`src/inc/vts_pkg.sv`:
```
// constants, types and helpers shared by the vid target sequencer
package vts_pkg;

   // ===================================================================
   // widths
   // ===================================================================
   localparam int LEVEL_W = 8;
   localparam int CODE_W  = 7;
   localparam int ADDR_W  = 8;
   localparam int SYNC_W  = 12;

   // ===================================================================
   // target levels, one step is 12.5 mV
   // ===================================================================
   localparam logic [7:0] VID_TOP_LEVEL = 8'h7c;
   localparam logic [7:0] OFFSET_LEVEL  = 8'h01;
   localparam logic [7:0] BOOT_LVL_00   = 8'h58;
   localparam logic [7:0] BOOT_LVL_01   = 8'h50;
   localparam logic [7:0] BOOT_LVL_10   = 8'h48;
   localparam logic [7:0] BOOT_LVL_11   = 8'h40;

   // ===================================================================
   // serial frame layout
   // ===================================================================
   localparam logic [3:0] ADDR_PREFIX = 4'hc;
   localparam int         SEL_CORE_A  = 0;
   localparam int         SEL_CORE_B  = 1;
   localparam int         SEL_NB      = 2;
   localparam int         DATA_PSI    = 7;

   // ===================================================================
   // register map
   // ===================================================================
   localparam logic [7:0] REG_STATUS = 8'h00;
   localparam logic [7:0] REG_CTRL   = 8'h04;
   localparam logic [7:0] REG_TGT_A  = 8'h08;
   localparam logic [7:0] REG_TGT_B  = 8'h0c;
   localparam logic [7:0] REG_TGT_NB = 8'h10;
   localparam logic [7:0] SLEW_RST   = 8'h04;
   localparam int ST_F_STATE = 0;
   localparam int ST_F_COMB  = 2;
   localparam int ST_F_GSB   = 3;
   localparam int ST_F_BOOT  = 4;
   localparam int ST_F_PWM   = 6;
   localparam int ST_F_INTEG = 9;
   localparam int ST_F_PSI   = 12;
   localparam int TG_F_CODE  = 8;

   typedef enum logic [1:0]
   {
      VTS_OFF    = 2'b00,
      VTS_BOOT   = 2'b01,
      VTS_HELD   = 2'b10,
      VTS_SERIAL = 2'b11
   } vts_state_t;

   typedef enum logic [1:0]
   {
      VTS_RX_IDLE = 2'b00,
      VTS_RX_BITS = 2'b01,
      VTS_RX_ACK  = 2'b10,
      VTS_RX_SKIP = 2'b11
   } vts_rx_state_t;

   // table code to target level
   function automatic logic [7:0] vts_vid_level(input logic [6:0] code);
      vts_vid_level = ({1'b0, code} > VID_TOP_LEVEL) ? 8'h00
                      : VID_TOP_LEVEL - {1'b0, code};
   endfunction

   // boot pins (clock, data) to table code
   function automatic logic [6:0] vts_boot_code(input logic [1:0] pins);
      logic [7:0] lvl;
      case (pins)
         2'b00:   lvl = BOOT_LVL_00;
         2'b01:   lvl = BOOT_LVL_01;
         2'b10:   lvl = BOOT_LVL_10;
         default: lvl = BOOT_LVL_11;
      endcase
      vts_boot_code = 7'(VID_TOP_LEVEL - lvl);
   endfunction

endpackage

```
`src/inc/vts_frame_if.sv`:
```
// received serial write frame passed from receiver to core
`timescale 1ns/1ns
interface vts_frame_if;
   logic       valid;
   logic [6:0] addr;
   logic [7:0] data;
   modport rx   (output valid, output addr, output data);
   modport core (input valid, input addr, input data);
endinterface

```
`src/core/vts_ramp.sv`:
```
// one slewed target level moving a step at a time toward its goal
`timescale 1ns/1ns
module vts_ramp
#(
   parameter int LEVEL_W = 8
)
(
   input  wire logic               sys_clk,
   input  wire logic               rst,
   input  wire logic               hold_zero,
   input  wire logic [LEVEL_W-1:0] goal,
   input  wire logic [7:0]         step_period,
   output logic      [LEVEL_W-1:0] level,
   output logic                    settled,
   output logic                    falling
);
   logic [7:0] cnt_r;
   wire        step_due = (cnt_r >= step_period);

   assign settled = (level == goal);
   assign falling = (goal < level);

   always_ff @(posedge sys_clk)
   begin
      if (rst || hold_zero)
      begin
         level <= '0;
         cnt_r <= 8'h00;
      end
      else if (settled || step_due)
      begin
         cnt_r <= 8'h00;
         if (!settled)
            level <= falling ? level - 1'b1 : level + 1'b1;
      end
      else
         cnt_r <= cnt_r + 8'h01;
   end
endmodule

```
`src/core/vts_ser_rx.sv`:
```
// write-only two-wire serial slave, oversampled on the system clock
`timescale 1ns/1ns
module vts_ser_rx
(
   input  wire logic   sys_clk,
   input  wire logic   rst,
   input  wire logic   active,
   input  wire logic   scl,
   input  wire logic   sda,
   output logic        sda_oe_n,
   vts_frame_if.rx     frame
);
   vts_pkg::vts_rx_state_t state_r;
   logic       scl_prev_r;
   logic       sda_prev_r;
   logic [7:0] shift_r;
   logic [3:0] bit_cnt_r;
   logic       data_byte_r;

   wire start  = scl && sda_prev_r && !sda;
   wire stop   = scl && !sda_prev_r && sda;
   wire rise   = scl && !scl_prev_r;
   wire fall   = !scl && scl_prev_r;
   wire addr_ok = (shift_r[7:4] == vts_pkg::ADDR_PREFIX) && !shift_r[0];

   always_ff @(posedge sys_clk)
   begin
      if (rst)
      begin
         state_r     <= vts_pkg::VTS_RX_IDLE;
         scl_prev_r  <= 1'b1;
         sda_prev_r  <= 1'b1;
         shift_r     <= 8'h00;
         bit_cnt_r   <= 4'h0;
         data_byte_r <= 1'b0;
         sda_oe_n    <= 1'b1;
         frame.valid <= 1'b0;
         frame.addr  <= 7'h00;
         frame.data  <= 8'h00;
      end
      else
      begin
         scl_prev_r  <= scl;
         sda_prev_r  <= sda;
         frame.valid <= 1'b0;
         if (!active || stop)
         begin
            state_r  <= vts_pkg::VTS_RX_IDLE;
            sda_oe_n <= 1'b1;
         end
         else if (start)
         begin
            state_r     <= vts_pkg::VTS_RX_BITS;
            bit_cnt_r   <= 4'h0;
            data_byte_r <= 1'b0;
            sda_oe_n    <= 1'b1;
         end
         else
         begin
            case (state_r)
               vts_pkg::VTS_RX_BITS:
               begin
                  if (rise)
                  begin
                     shift_r   <= {shift_r[6:0], sda};
                     bit_cnt_r <= bit_cnt_r + 4'h1;
                  end
                  else if (fall && bit_cnt_r == 4'h8)
                  begin
                     if (data_byte_r)
                     begin
                        frame.data  <= shift_r;
                        frame.valid <= 1'b1;
                        sda_oe_n    <= 1'b0;
                        state_r     <= vts_pkg::VTS_RX_ACK;
                     end
                     else if (addr_ok)
                     begin
                        frame.addr <= shift_r[7:1];
                        sda_oe_n   <= 1'b0;
                        state_r    <= vts_pkg::VTS_RX_ACK;
                     end
                     else
                        state_r <= vts_pkg::VTS_RX_SKIP;
                  end
               end
               vts_pkg::VTS_RX_ACK:
               begin
                  if (fall)
                  begin
                     sda_oe_n    <= 1'b1;
                     bit_cnt_r   <= 4'h0;
                     data_byte_r <= 1'b1;
                     state_r     <= data_byte_r ? vts_pkg::VTS_RX_SKIP
                                                : vts_pkg::VTS_RX_BITS;
                  end
               end
               default:
                  sda_oe_n <= 1'b1;
            endcase
         end
      end
   end
endmodule

```
`src/core/vts_top.sv`:
```
// vid target sequencer: modes, boot voltage, serial targets, apb view
//
// Behaviour
// - both ground-sense straps low give separate mode, either high combined
// - combined mode senses ground on the strap not pulled high
// - straps sampled at reference-ready rise, held until shutdown cycles
// - integrator off in pulse-skip falls until settled and comparator edge
// - write-only serial slave, clock rates 100 kHz to 3.4 MHz
// - serial traffic ignored until system power ok has gone high
// - serial writes set three dac codes and power-state bits, applied
// - while output power good low, serial pins read as boot code
// - core target is dac level plus optional 12.5 mV offset
// - northbridge target is dac level plus fixed 12.5 mV offset
// - three independent 7-bit dacs, two core and one northbridge
// - targets ramp from ground to boot level, following boot pin changes
// - boot code latched at power good, later pin changes ignored
// - system power ok rise ends boot mode, serial sets any code
// - system power ok fall after latch returns all dacs to boot
// - boot code 00,01,10,11 gives 1.1,1.0,0.9,0.8 volts
// - core offset only in serial mode and when option strap enables
// - core offset removed while power-state bit selects light load
// - after boot, power-state bit 0 pulse-skip, 1 forced fixed frequency
// - pulse-skip on every output throughout startup
`timescale 1ns/1ns
module vts_top
(
   input  wire logic        sys_clk,
   input  wire logic        rst,
   input  wire logic [7:0]  paddr,
   input  wire logic        psel,
   input  wire logic        penable,
   input  wire logic        pwrite,
   input  wire logic [31:0] pwdata,
   input  wire logic [3:0]  pstrb,
   output logic      [31:0] prdata,
   output logic             pready,
   output logic             pslverr,
   input  wire logic        serial_vid_clock,
   input  wire logic        serial_vid_data_in,
   output logic             serial_vid_data_out,
   output logic             serial_vid_data_oe_n,
   input  wire logic        ground_sense_strap_a,
   input  wire logic        ground_sense_strap_b,
   input  wire logic        reference_ready,
   input  wire logic        shutdown_n_pin,
   input  wire logic        system_power_ok_in,
   input  wire logic        output_power_good,
   input  wire logic        option_strap_high,
   input  wire logic [2:0]  error_comparator,
   output logic             combined_mode,
   output logic             ground_sense_use_b,
   output logic      [7:0]  core_a_target,
   output logic      [7:0]  core_b_target,
   output logic      [7:0]  nb_target,
   output logic      [2:0]  forced_pwm,
   output logic      [2:0]  integrator_en,
   output logic             serial_active
);
   localparam int LW = vts_pkg::LEVEL_W;
   localparam int SW = vts_pkg::SYNC_W;

   // ===================================================================
   // pin synchronisers
   // ===================================================================
   logic [SW-1:0] pin_meta_r;
   logic [SW-1:0] pin_sync_r;
   logic [SW-1:0] pin_prev_r;
   wire  [SW-1:0] pin_raw = {error_comparator, option_strap_high,
                             shutdown_n_pin, output_power_good,
                             system_power_ok_in, reference_ready,
                             ground_sense_strap_b, ground_sense_strap_a,
                             serial_vid_data_in, serial_vid_clock};

   always_ff @(posedge sys_clk)
   begin
      if (rst)
      begin
         pin_meta_r <= '0;
         pin_sync_r <= '0;
         pin_prev_r <= '0;
      end
      else
      begin
         pin_meta_r <= pin_raw;
         pin_sync_r <= pin_meta_r;
         pin_prev_r <= pin_sync_r;
      end
   end

   wire       scl_s     = pin_sync_r[0];
   wire       sda_s     = pin_sync_r[1];
   wire       strap_a_s = pin_sync_r[2];
   wire       strap_b_s = pin_sync_r[3];
   wire       ref_rise  = pin_sync_r[4] && !pin_prev_r[4];
   wire       pok_s     = pin_sync_r[5];
   wire       pg_s      = pin_sync_r[6];
   wire       shutdown_n_pin_n_s  = pin_sync_r[7];
   wire       opt_hi_s  = pin_sync_r[8];
   wire [2:0] err_edge  = pin_sync_r[11:9] ^ pin_prev_r[11:9];

   // ===================================================================
   // sequencing state
   // ===================================================================
   vts_pkg::vts_state_t state_r;
   logic       combined_r;
   logic       gsense_b_r;
   logic [1:0] boot_pins_r;
   logic [6:0] dac_code_r [3];
   logic [2:0] psi_r;
   logic [7:0] slew_period_r;

   wire [1:0] boot_live  = {scl_s, sda_s};
   wire       in_serial  = (state_r == vts_pkg::VTS_SERIAL);
   wire       in_off     = (state_r == vts_pkg::VTS_OFF);
   wire [6:0] boot_code  = vts_pkg::vts_boot_code(boot_pins_r);
   wire [6:0] live_code  = vts_pkg::vts_boot_code(boot_live);
   wire [2:0] settled;
   wire [2:0] falling;
   wire       boot_done  = pg_s && (&settled);

   // ===================================================================
   // received frames
   // ===================================================================
   vts_frame_if frame_bus ();

   vts_ser_rx u_rx
   (
      .sys_clk  (sys_clk),
      .rst      (rst),
      .active   (in_serial),
      .scl      (scl_s),
      .sda      (sda_s),
      .sda_oe_n (serial_vid_data_oe_n),
      .frame    (frame_bus.rx)
   );

   wire       frame_take = frame_bus.valid && in_serial;
   wire [2:0] frame_sel  = frame_bus.addr[2:0];
   wire       frame_psi  = frame_bus.data[vts_pkg::DATA_PSI];
   wire [6:0] frame_code = frame_bus.data[6:0];

   assign serial_vid_data_out = 1'b0;
   assign serial_active       = in_serial;

   always_ff @(posedge sys_clk)
   begin
      if (rst || !shutdown_n_pin_n_s)
      begin
         state_r     <= vts_pkg::VTS_OFF;
         combined_r  <= 1'b0;
         gsense_b_r  <= 1'b0;
         boot_pins_r <= 2'b00;
         psi_r       <= 3'b000;
      end
      else
      begin
         case (state_r)
            vts_pkg::VTS_OFF:
            begin
               if (ref_rise)
               begin
                  combined_r  <= strap_a_s || strap_b_s;
                  gsense_b_r  <= strap_a_s;
                  boot_pins_r <= boot_live;
                  state_r     <= vts_pkg::VTS_BOOT;
               end
            end
            vts_pkg::VTS_BOOT:
            begin
               if (!pg_s)
                  boot_pins_r <= boot_live;
               else if (boot_done)
                  state_r <= vts_pkg::VTS_HELD;
            end
            vts_pkg::VTS_HELD:
            begin
               if (pok_s)
                  state_r <= vts_pkg::VTS_SERIAL;
            end
            default:
            begin
               if (!pok_s)
                  state_r <= vts_pkg::VTS_HELD;
               else if (frame_take)
               begin
                  for (int i = 0; i < 3; i++)
                  begin
                     if (frame_sel[i])
                        psi_r[i] <= frame_psi;
                  end
               end
            end
         endcase
      end
   end

   // ===================================================================
   // dac codes
   // ===================================================================
   always_ff @(posedge sys_clk)
   begin
      for (int i = 0; i < 3; i++)
      begin
         if (rst || in_off)
            dac_code_r[i] <= vts_pkg::VID_TOP_LEVEL[6:0];
         else if (state_r == vts_pkg::VTS_BOOT && !pg_s)
            dac_code_r[i] <= live_code;
         else if (in_serial && !pok_s)
            dac_code_r[i] <= boot_code;
         else if (frame_take && frame_sel[i])
            dac_code_r[i] <= frame_code;
      end
   end

   // ===================================================================
   // slewed targets and loop controls
   // ===================================================================
   logic [LW-1:0] level      [3];
   logic [LW-1:0] target_r   [3];
   logic [2:0]    integ_en_r;
   wire           offset_ok  = in_serial && !opt_hi_s;
   wire  [2:0]    pwm_mode   = in_serial ? psi_r : 3'b000;
   wire  [2:0]    add_offset = {1'b1, {2{offset_ok}} & psi_r[1:0]};

   for (genvar g = 0; g < 3; g++)
   begin : g_out
      vts_ramp #(.LEVEL_W(LW)) u_ramp
      (
         .sys_clk     (sys_clk),
         .rst         (rst),
         .hold_zero   (in_off),
         .goal        (vts_pkg::vts_vid_level(dac_code_r[g])),
         .step_period (slew_period_r),
         .level       (level[g]),
         .settled     (settled[g]),
         .falling     (falling[g])
      );

      always_ff @(posedge sys_clk)
      begin
         if (rst || in_off)
            target_r[g] <= '0;
         else if (add_offset[g])
            target_r[g] <= level[g] + vts_pkg::OFFSET_LEVEL;
         else
            target_r[g] <= level[g];
      end

      always_ff @(posedge sys_clk)
      begin
         if (rst || in_off)
            integ_en_r[g] <= 1'b1;
         else if (falling[g] && !pwm_mode[g])
            integ_en_r[g] <= 1'b0;
         else if (settled[g] && err_edge[g])
            integ_en_r[g] <= 1'b1;
      end
   end

   assign core_a_target      = target_r[0];
   assign core_b_target      = target_r[1];
   assign nb_target          = target_r[2];
   assign forced_pwm         = pwm_mode;
   assign integrator_en      = integ_en_r;
   assign combined_mode      = combined_r;
   assign ground_sense_use_b = gsense_b_r;

   // ===================================================================
   // apb slave
   // ===================================================================
   wire sel_status = (paddr == vts_pkg::REG_STATUS);
   wire sel_ctrl   = (paddr == vts_pkg::REG_CTRL);
   wire sel_tgt_a  = (paddr == vts_pkg::REG_TGT_A);
   wire sel_tgt_b  = (paddr == vts_pkg::REG_TGT_B);
   wire sel_tgt_nb = (paddr == vts_pkg::REG_TGT_NB);
   wire addr_hit   = sel_status || sel_ctrl || sel_tgt_a || sel_tgt_b
                     || sel_tgt_nb;
   wire apb_setup  = psel && !penable;
   wire apb_write  = psel && penable && pwrite && sel_ctrl && pstrb[0];

   logic [31:0] status_w;
   logic [31:0] tgt_w [3];
   logic [31:0] rd_mux;

   always_comb
   begin
      status_w = 32'h0000_0000;
      status_w[vts_pkg::ST_F_STATE +: 2] = state_r;
      status_w[vts_pkg::ST_F_COMB]       = combined_r;
      status_w[vts_pkg::ST_F_GSB]        = gsense_b_r;
      status_w[vts_pkg::ST_F_BOOT +: 2]  = boot_pins_r;
      status_w[vts_pkg::ST_F_PWM +: 3]   = pwm_mode;
      status_w[vts_pkg::ST_F_INTEG +: 3] = integ_en_r;
      status_w[vts_pkg::ST_F_PSI +: 3]   = psi_r;
      for (int i = 0; i < 3; i++)
      begin
         tgt_w[i] = 32'h0000_0000;
         tgt_w[i][LW-1:0] = target_r[i];
         tgt_w[i][vts_pkg::TG_F_CODE +: 7] = dac_code_r[i];
      end
   end

   assign rd_mux = sel_status ? status_w
                 : sel_ctrl   ? {24'h00_0000, slew_period_r}
                 : sel_tgt_a  ? tgt_w[0]
                 : sel_tgt_b  ? tgt_w[1]
                 : sel_tgt_nb ? tgt_w[2]
                 : 32'h0000_0000;

   assign pready  = 1'b1;
   assign pslverr = psel && penable && !addr_hit;

   always_ff @(posedge sys_clk)
   begin
      if (rst)
         prdata <= 32'h0000_0000;
      else if (apb_setup)
         prdata <= rd_mux;
   end

   always_ff @(posedge sys_clk)
   begin
      if (rst)
         slew_period_r <= vts_pkg::SLEW_RST;
      else if (apb_write)
         slew_period_r <= pwdata[7:0];
   end
endmodule

```
`config.mk`:
```
export PLATFORM = sky130hd
export DESIGN_NAME = vts_top
export DESIGN_NICKNAME = d
export VERILOG_FILES = /design/src/inc/vts_pkg.sv /design/src/inc/vts_frame_if.sv /design/src/core/vts_ramp.sv /design/src/core/vts_ser_rx.sv /design/src/core/vts_top.sv
export SDC_FILE = /design/constraint.sdc
export NUM_CORES = 1
export LEC_CHECK = 0
export BUFFER_PORTS_ARGS = -buffer_cell sky130_fd_sc_hd__buf_2
export CAP_MARGIN = 20
export CORE_ASPECT_RATIO = 1.1
export CORE_UTILIZATION = 53
export DETAILED_ROUTE_END_ITERATION = 16
export PLACE_DENSITY = 0.76
export SYNTH_ARGS = -nofsm -noshare
export SYNTH_HDL_FRONTEND = slang
export SYNTH_SLANG_ARGS = --single-unit
```
`constraint.sdc`:
```
create_clock -name sys_clk -period 3 [get_ports sys_clk]
set_input_delay 0.15 -clock sys_clk [delete_from_list [all_inputs] [get_ports sys_clk]]
set_output_delay 0.15 -clock sys_clk [all_outputs]
set_load 0.03 [all_outputs]
```
==> reports/results.txt <==
outcome - completed
static leakage - 4.85 nW
Core ar. - 18500 um^2
reg2reg start - dac_code_r[2][4]
I/O Pins - 130
depth of the worst hold-timing path - 2
M2 GR Usage - 0.453
VDD IR max - 0.455 mV
Final Critical Period - 2.83 ns
crit share post-route - 0.944
CP cell instances - and3_4, and3_1, and2_1, nor2_1, ha_1, a211oi_1, nor2_1, o311ai_1, buf_4, nand3_1, a21oi_1, mux2_2
GRT busiest layer - met2
Crit path largest cell delay - 0.42 ns
Post-synth EDFFs - 37
CTS tree - built
Final Hold Fails - 0
top cells by area, synth - dfxtp_1 30%, edfxtp_1 11%, ha_1 8.0%
ys async rst share - 0
hpwl dp - 19300 um
M3 GR Usage - 0.0441
Vias/cell - 5.59
H-tree Lvls - 4
vias post-DR - 8706
Avg Cell Area, Syn - 8.61 um^2
met1 Usage GRT - 0.325
flop2flop setup slack - 0.17 ns
Initial Util - 0.542
clock-pin slew on the worst setup and hold paths - 0.07 ns
Yosys top cell area share - 0.298
Worst-Margin Slew - 0.788 ns
synth cell count leaders - 186 x nor2_1, 149 x dfxtp_1, 78 x nand2_1, 68 x a21oi_1, 66 x inv_1
port buffer count - 83
non-filler cells, final - 1557
Slowest-stage cell, CP - edfxtp_1
fmax - 353 MHz
setup ws final - 0.169 ns
most frequent CP cell - nor2_1
GP Congestion - 0.932
Power Density - 427 nW/um^2
DRC Markers - 0
drt pass-1 iters - 5
Post-synth top flop - dfxtp_1
RR Endpoint - g_out[2].u_ramp.level[3]
clk sink count - 186
detailed router's first-iteration violation count - 773
Fin Hold WS - 0.105 ns
Rows - 52
grt ovf - 0
fraction of layout cells with a size suffix above 1 - 0.141
first-pass GRT wire length - 40500 um
final wirelength - 25800 um
sequential share of the synthesized area - 0.408
synth unique cells - 66
worst hold endpoint - pin_sync_r[4]
Root Driver - clkbuf_16
Final nets - 1425
WL per Instance - 16.6 um
max_cap viols - 0
vias in the first global route - 8100
worst endpoint data arrival time - 3.15 ns
largest net degree at the start of global routing - 43
Routed Antenna Nets - 0
clock skew - 0.0123 ns
pre-CTS setup slack - 0.0922 ns
worst hold path class - primary input to flop
Synth Instances - 1164
CP top delay family - simple AND/OR/NAND/NOR gates
Cells after DPL - 1500
CP max FO - 7
CP bufs+invs - 1
TritonCTS Buffers - 17
count leader, synth - nor2_1
cell taking the most area after synthesis - dfxtp_1
Clock Path Buffers - 2
Worst Hold Launch - rst
global router's overall resource usage - 0.268
FF-to-FF path depth - 12
Final setup violation count - 0
Warnings, synthesis - 0
RSZ-0062 raised after global routing - yes
crit path kind - flop to flop
synthesized flop and latch total - 186
die extent in x - 133 um
Skew-Pair Late Insertion Delay - 0.44 ns
max-slew violation count - 0
Crit. End Element - flop
CP required - 3.32 ns
Startpoint Class - flop
Die ar. - 19500 um^2
die height - 146 um
Relative slew margins - 0.473
mapped cell area - 10000 um^2
synth-to-layout area growth - 16.3%
initial antenna violation count - 1
[report_power, final]
| group | internal [mW] | leakage [nW] | switching (mW) |
|---|---|---|---|
| sequential | 2.57 | 1.57 | 0.0264 |
| combinational | 0.0830 | 3.01 | 0.159 |
| clock | 1.17 | 0.273 | 0.973 |
[placed cells by master, fill, tap and decap left out, types with 8 or more instances in the layout]
| cell | n |
|---|---|
| a211oi_1 | 10 |
| a21oi_1 | 66 |
| a222oi_1 | 8 |
| and3_1 | 21 |
| buf_2 | 83 |
| buf_4 | 39 |
| clkbuf_16 | 18 |
| conb_1 | 35 |
| dfxtp_1 | 149 |
| dlygate4sd3_1 | 20 |
| edfxtp_1 | 37 |
| ha_1 | 64 |
| inv_1 | 66 |
| mux2_2 | 8 |
| mux2i_1 | 48 |
| nand2_1 | 78 |
| nand2b_1 | 11 |
| nand3_1 | 50 |
| nand4_1 | 17 |
| nor2_1 | 183 |
| nor2b_1 | 38 |
| nor3_1 | 29 |
| o21ai_0 | 46 |
| or2_2 | 13 |
| or3_1 | 11 |
| xnor2_1 | 33 |
| xor2_1 | 19 |
[how the worst max path moves through the flow]
stage                startpoint                       end  cells past startpoint
2_1_floorplan  dac_code_r[2][2]  g_out[2].u_ramp.level[4]                     11
3_3_place_gp   dac_code_r[1][0]  g_out[1].u_ramp.level[7]                     13
3_5_place_dp   dac_code_r[1][0]  g_out[1].u_ramp.level[7]                     13
4_1_cts        dac_code_r[1][0]  g_out[1].u_ramp.level[7]                     13
5_1_grt        dac_code_r[2][3]  g_out[2].u_ramp.level[5]                     12
6_report       dac_code_r[2][4]  g_out[2].u_ramp.level[3]                     12
[worst register-to-register path: cells and delay by family, from the launching register on]
kind	cells	cell delay, ns
DFF	1	0.42
muxes	1	0.34
and+or+nand+nor	6	0.88
AOI/OAI and AO/OA	3	0.61
adders and majority gates	1	0.25
buffers and inverters	1	0.21
[timing repair]
| action | CTS | global route |
|---|---|---|
| buffers inserted | 0 | 4 |
| hold endpoints to repair | 20 | 0 |
| setup endpoints to repair | 0 | 13 |
| hold buffers | 20 | 0 |
| gates resized for setup | 0 | 10 |
[layout make-up]
class / count / area (um^2)
Inverter: 67 / 251
Tap cell: 243 / 304
Clock buffer: 25 / 497
Sequential cell: 186 / 4090
Fill cell: 1573 / 6820
Multi-Input combinational cell: 886 / 5550
Antenna cell: 1 / 2.50
Timing Repair Buffer: 142 / 908
Clock inverter: 7 / 52.6
[kinds of logic (layout without fill, tap and decap cells)]
kind of cell / after synthesis / after routing / share of synthesized area
AOI/OAI and AO/OA: 198 / 198 / 0.124
muxes: 56 / 56 / 0.0569
xor gates and xnor gates: 52 / 52 / 0.0454
DFF: 186 / 186 / 0.408
buffers and inverters: 125 / 241 / 0.0552
and+or+nand+nor: 481 / 481 / 0.229
other: 2 / 36 / 0.000749
adders and majority gates: 64 / 64 / 0.0799
[registers in the layout (all words and copies together) (netlist names), 12 cells and up]
name                cells
g_out.u_ramp.level     24
pin_sync_r             12
pin_meta_r             12
prdata                 15
dac_code_r             21
target_r               24
g_out.u_ramp.cnt_r     24
[metal layers]
| layer | wire length [um] | up-vias |
|---|---|---|
| met5 | 0 | - |
| met4 | 991 | 0 |
| met3 | 1560 | 67 |
| met2 | 12500 | 318 |
| met1 | 10800 | 4031 |
| li1 | - | 4290 |
[stage by stage]
step                       util  area [um^2]  total power, mW  TNS (ns)
after floorplan               -        10200             2.82         0
after global placement    0.587        10800             2.87         0
after detailed placement  0.587        10800             2.87         0
after CTS                 0.627        11600             5.00         0
after global routing      0.631        11700             5.13   -0.0155
final                     0.631        11700             4.98         0
Note: power is estimated with default switching activity, not from simulation.
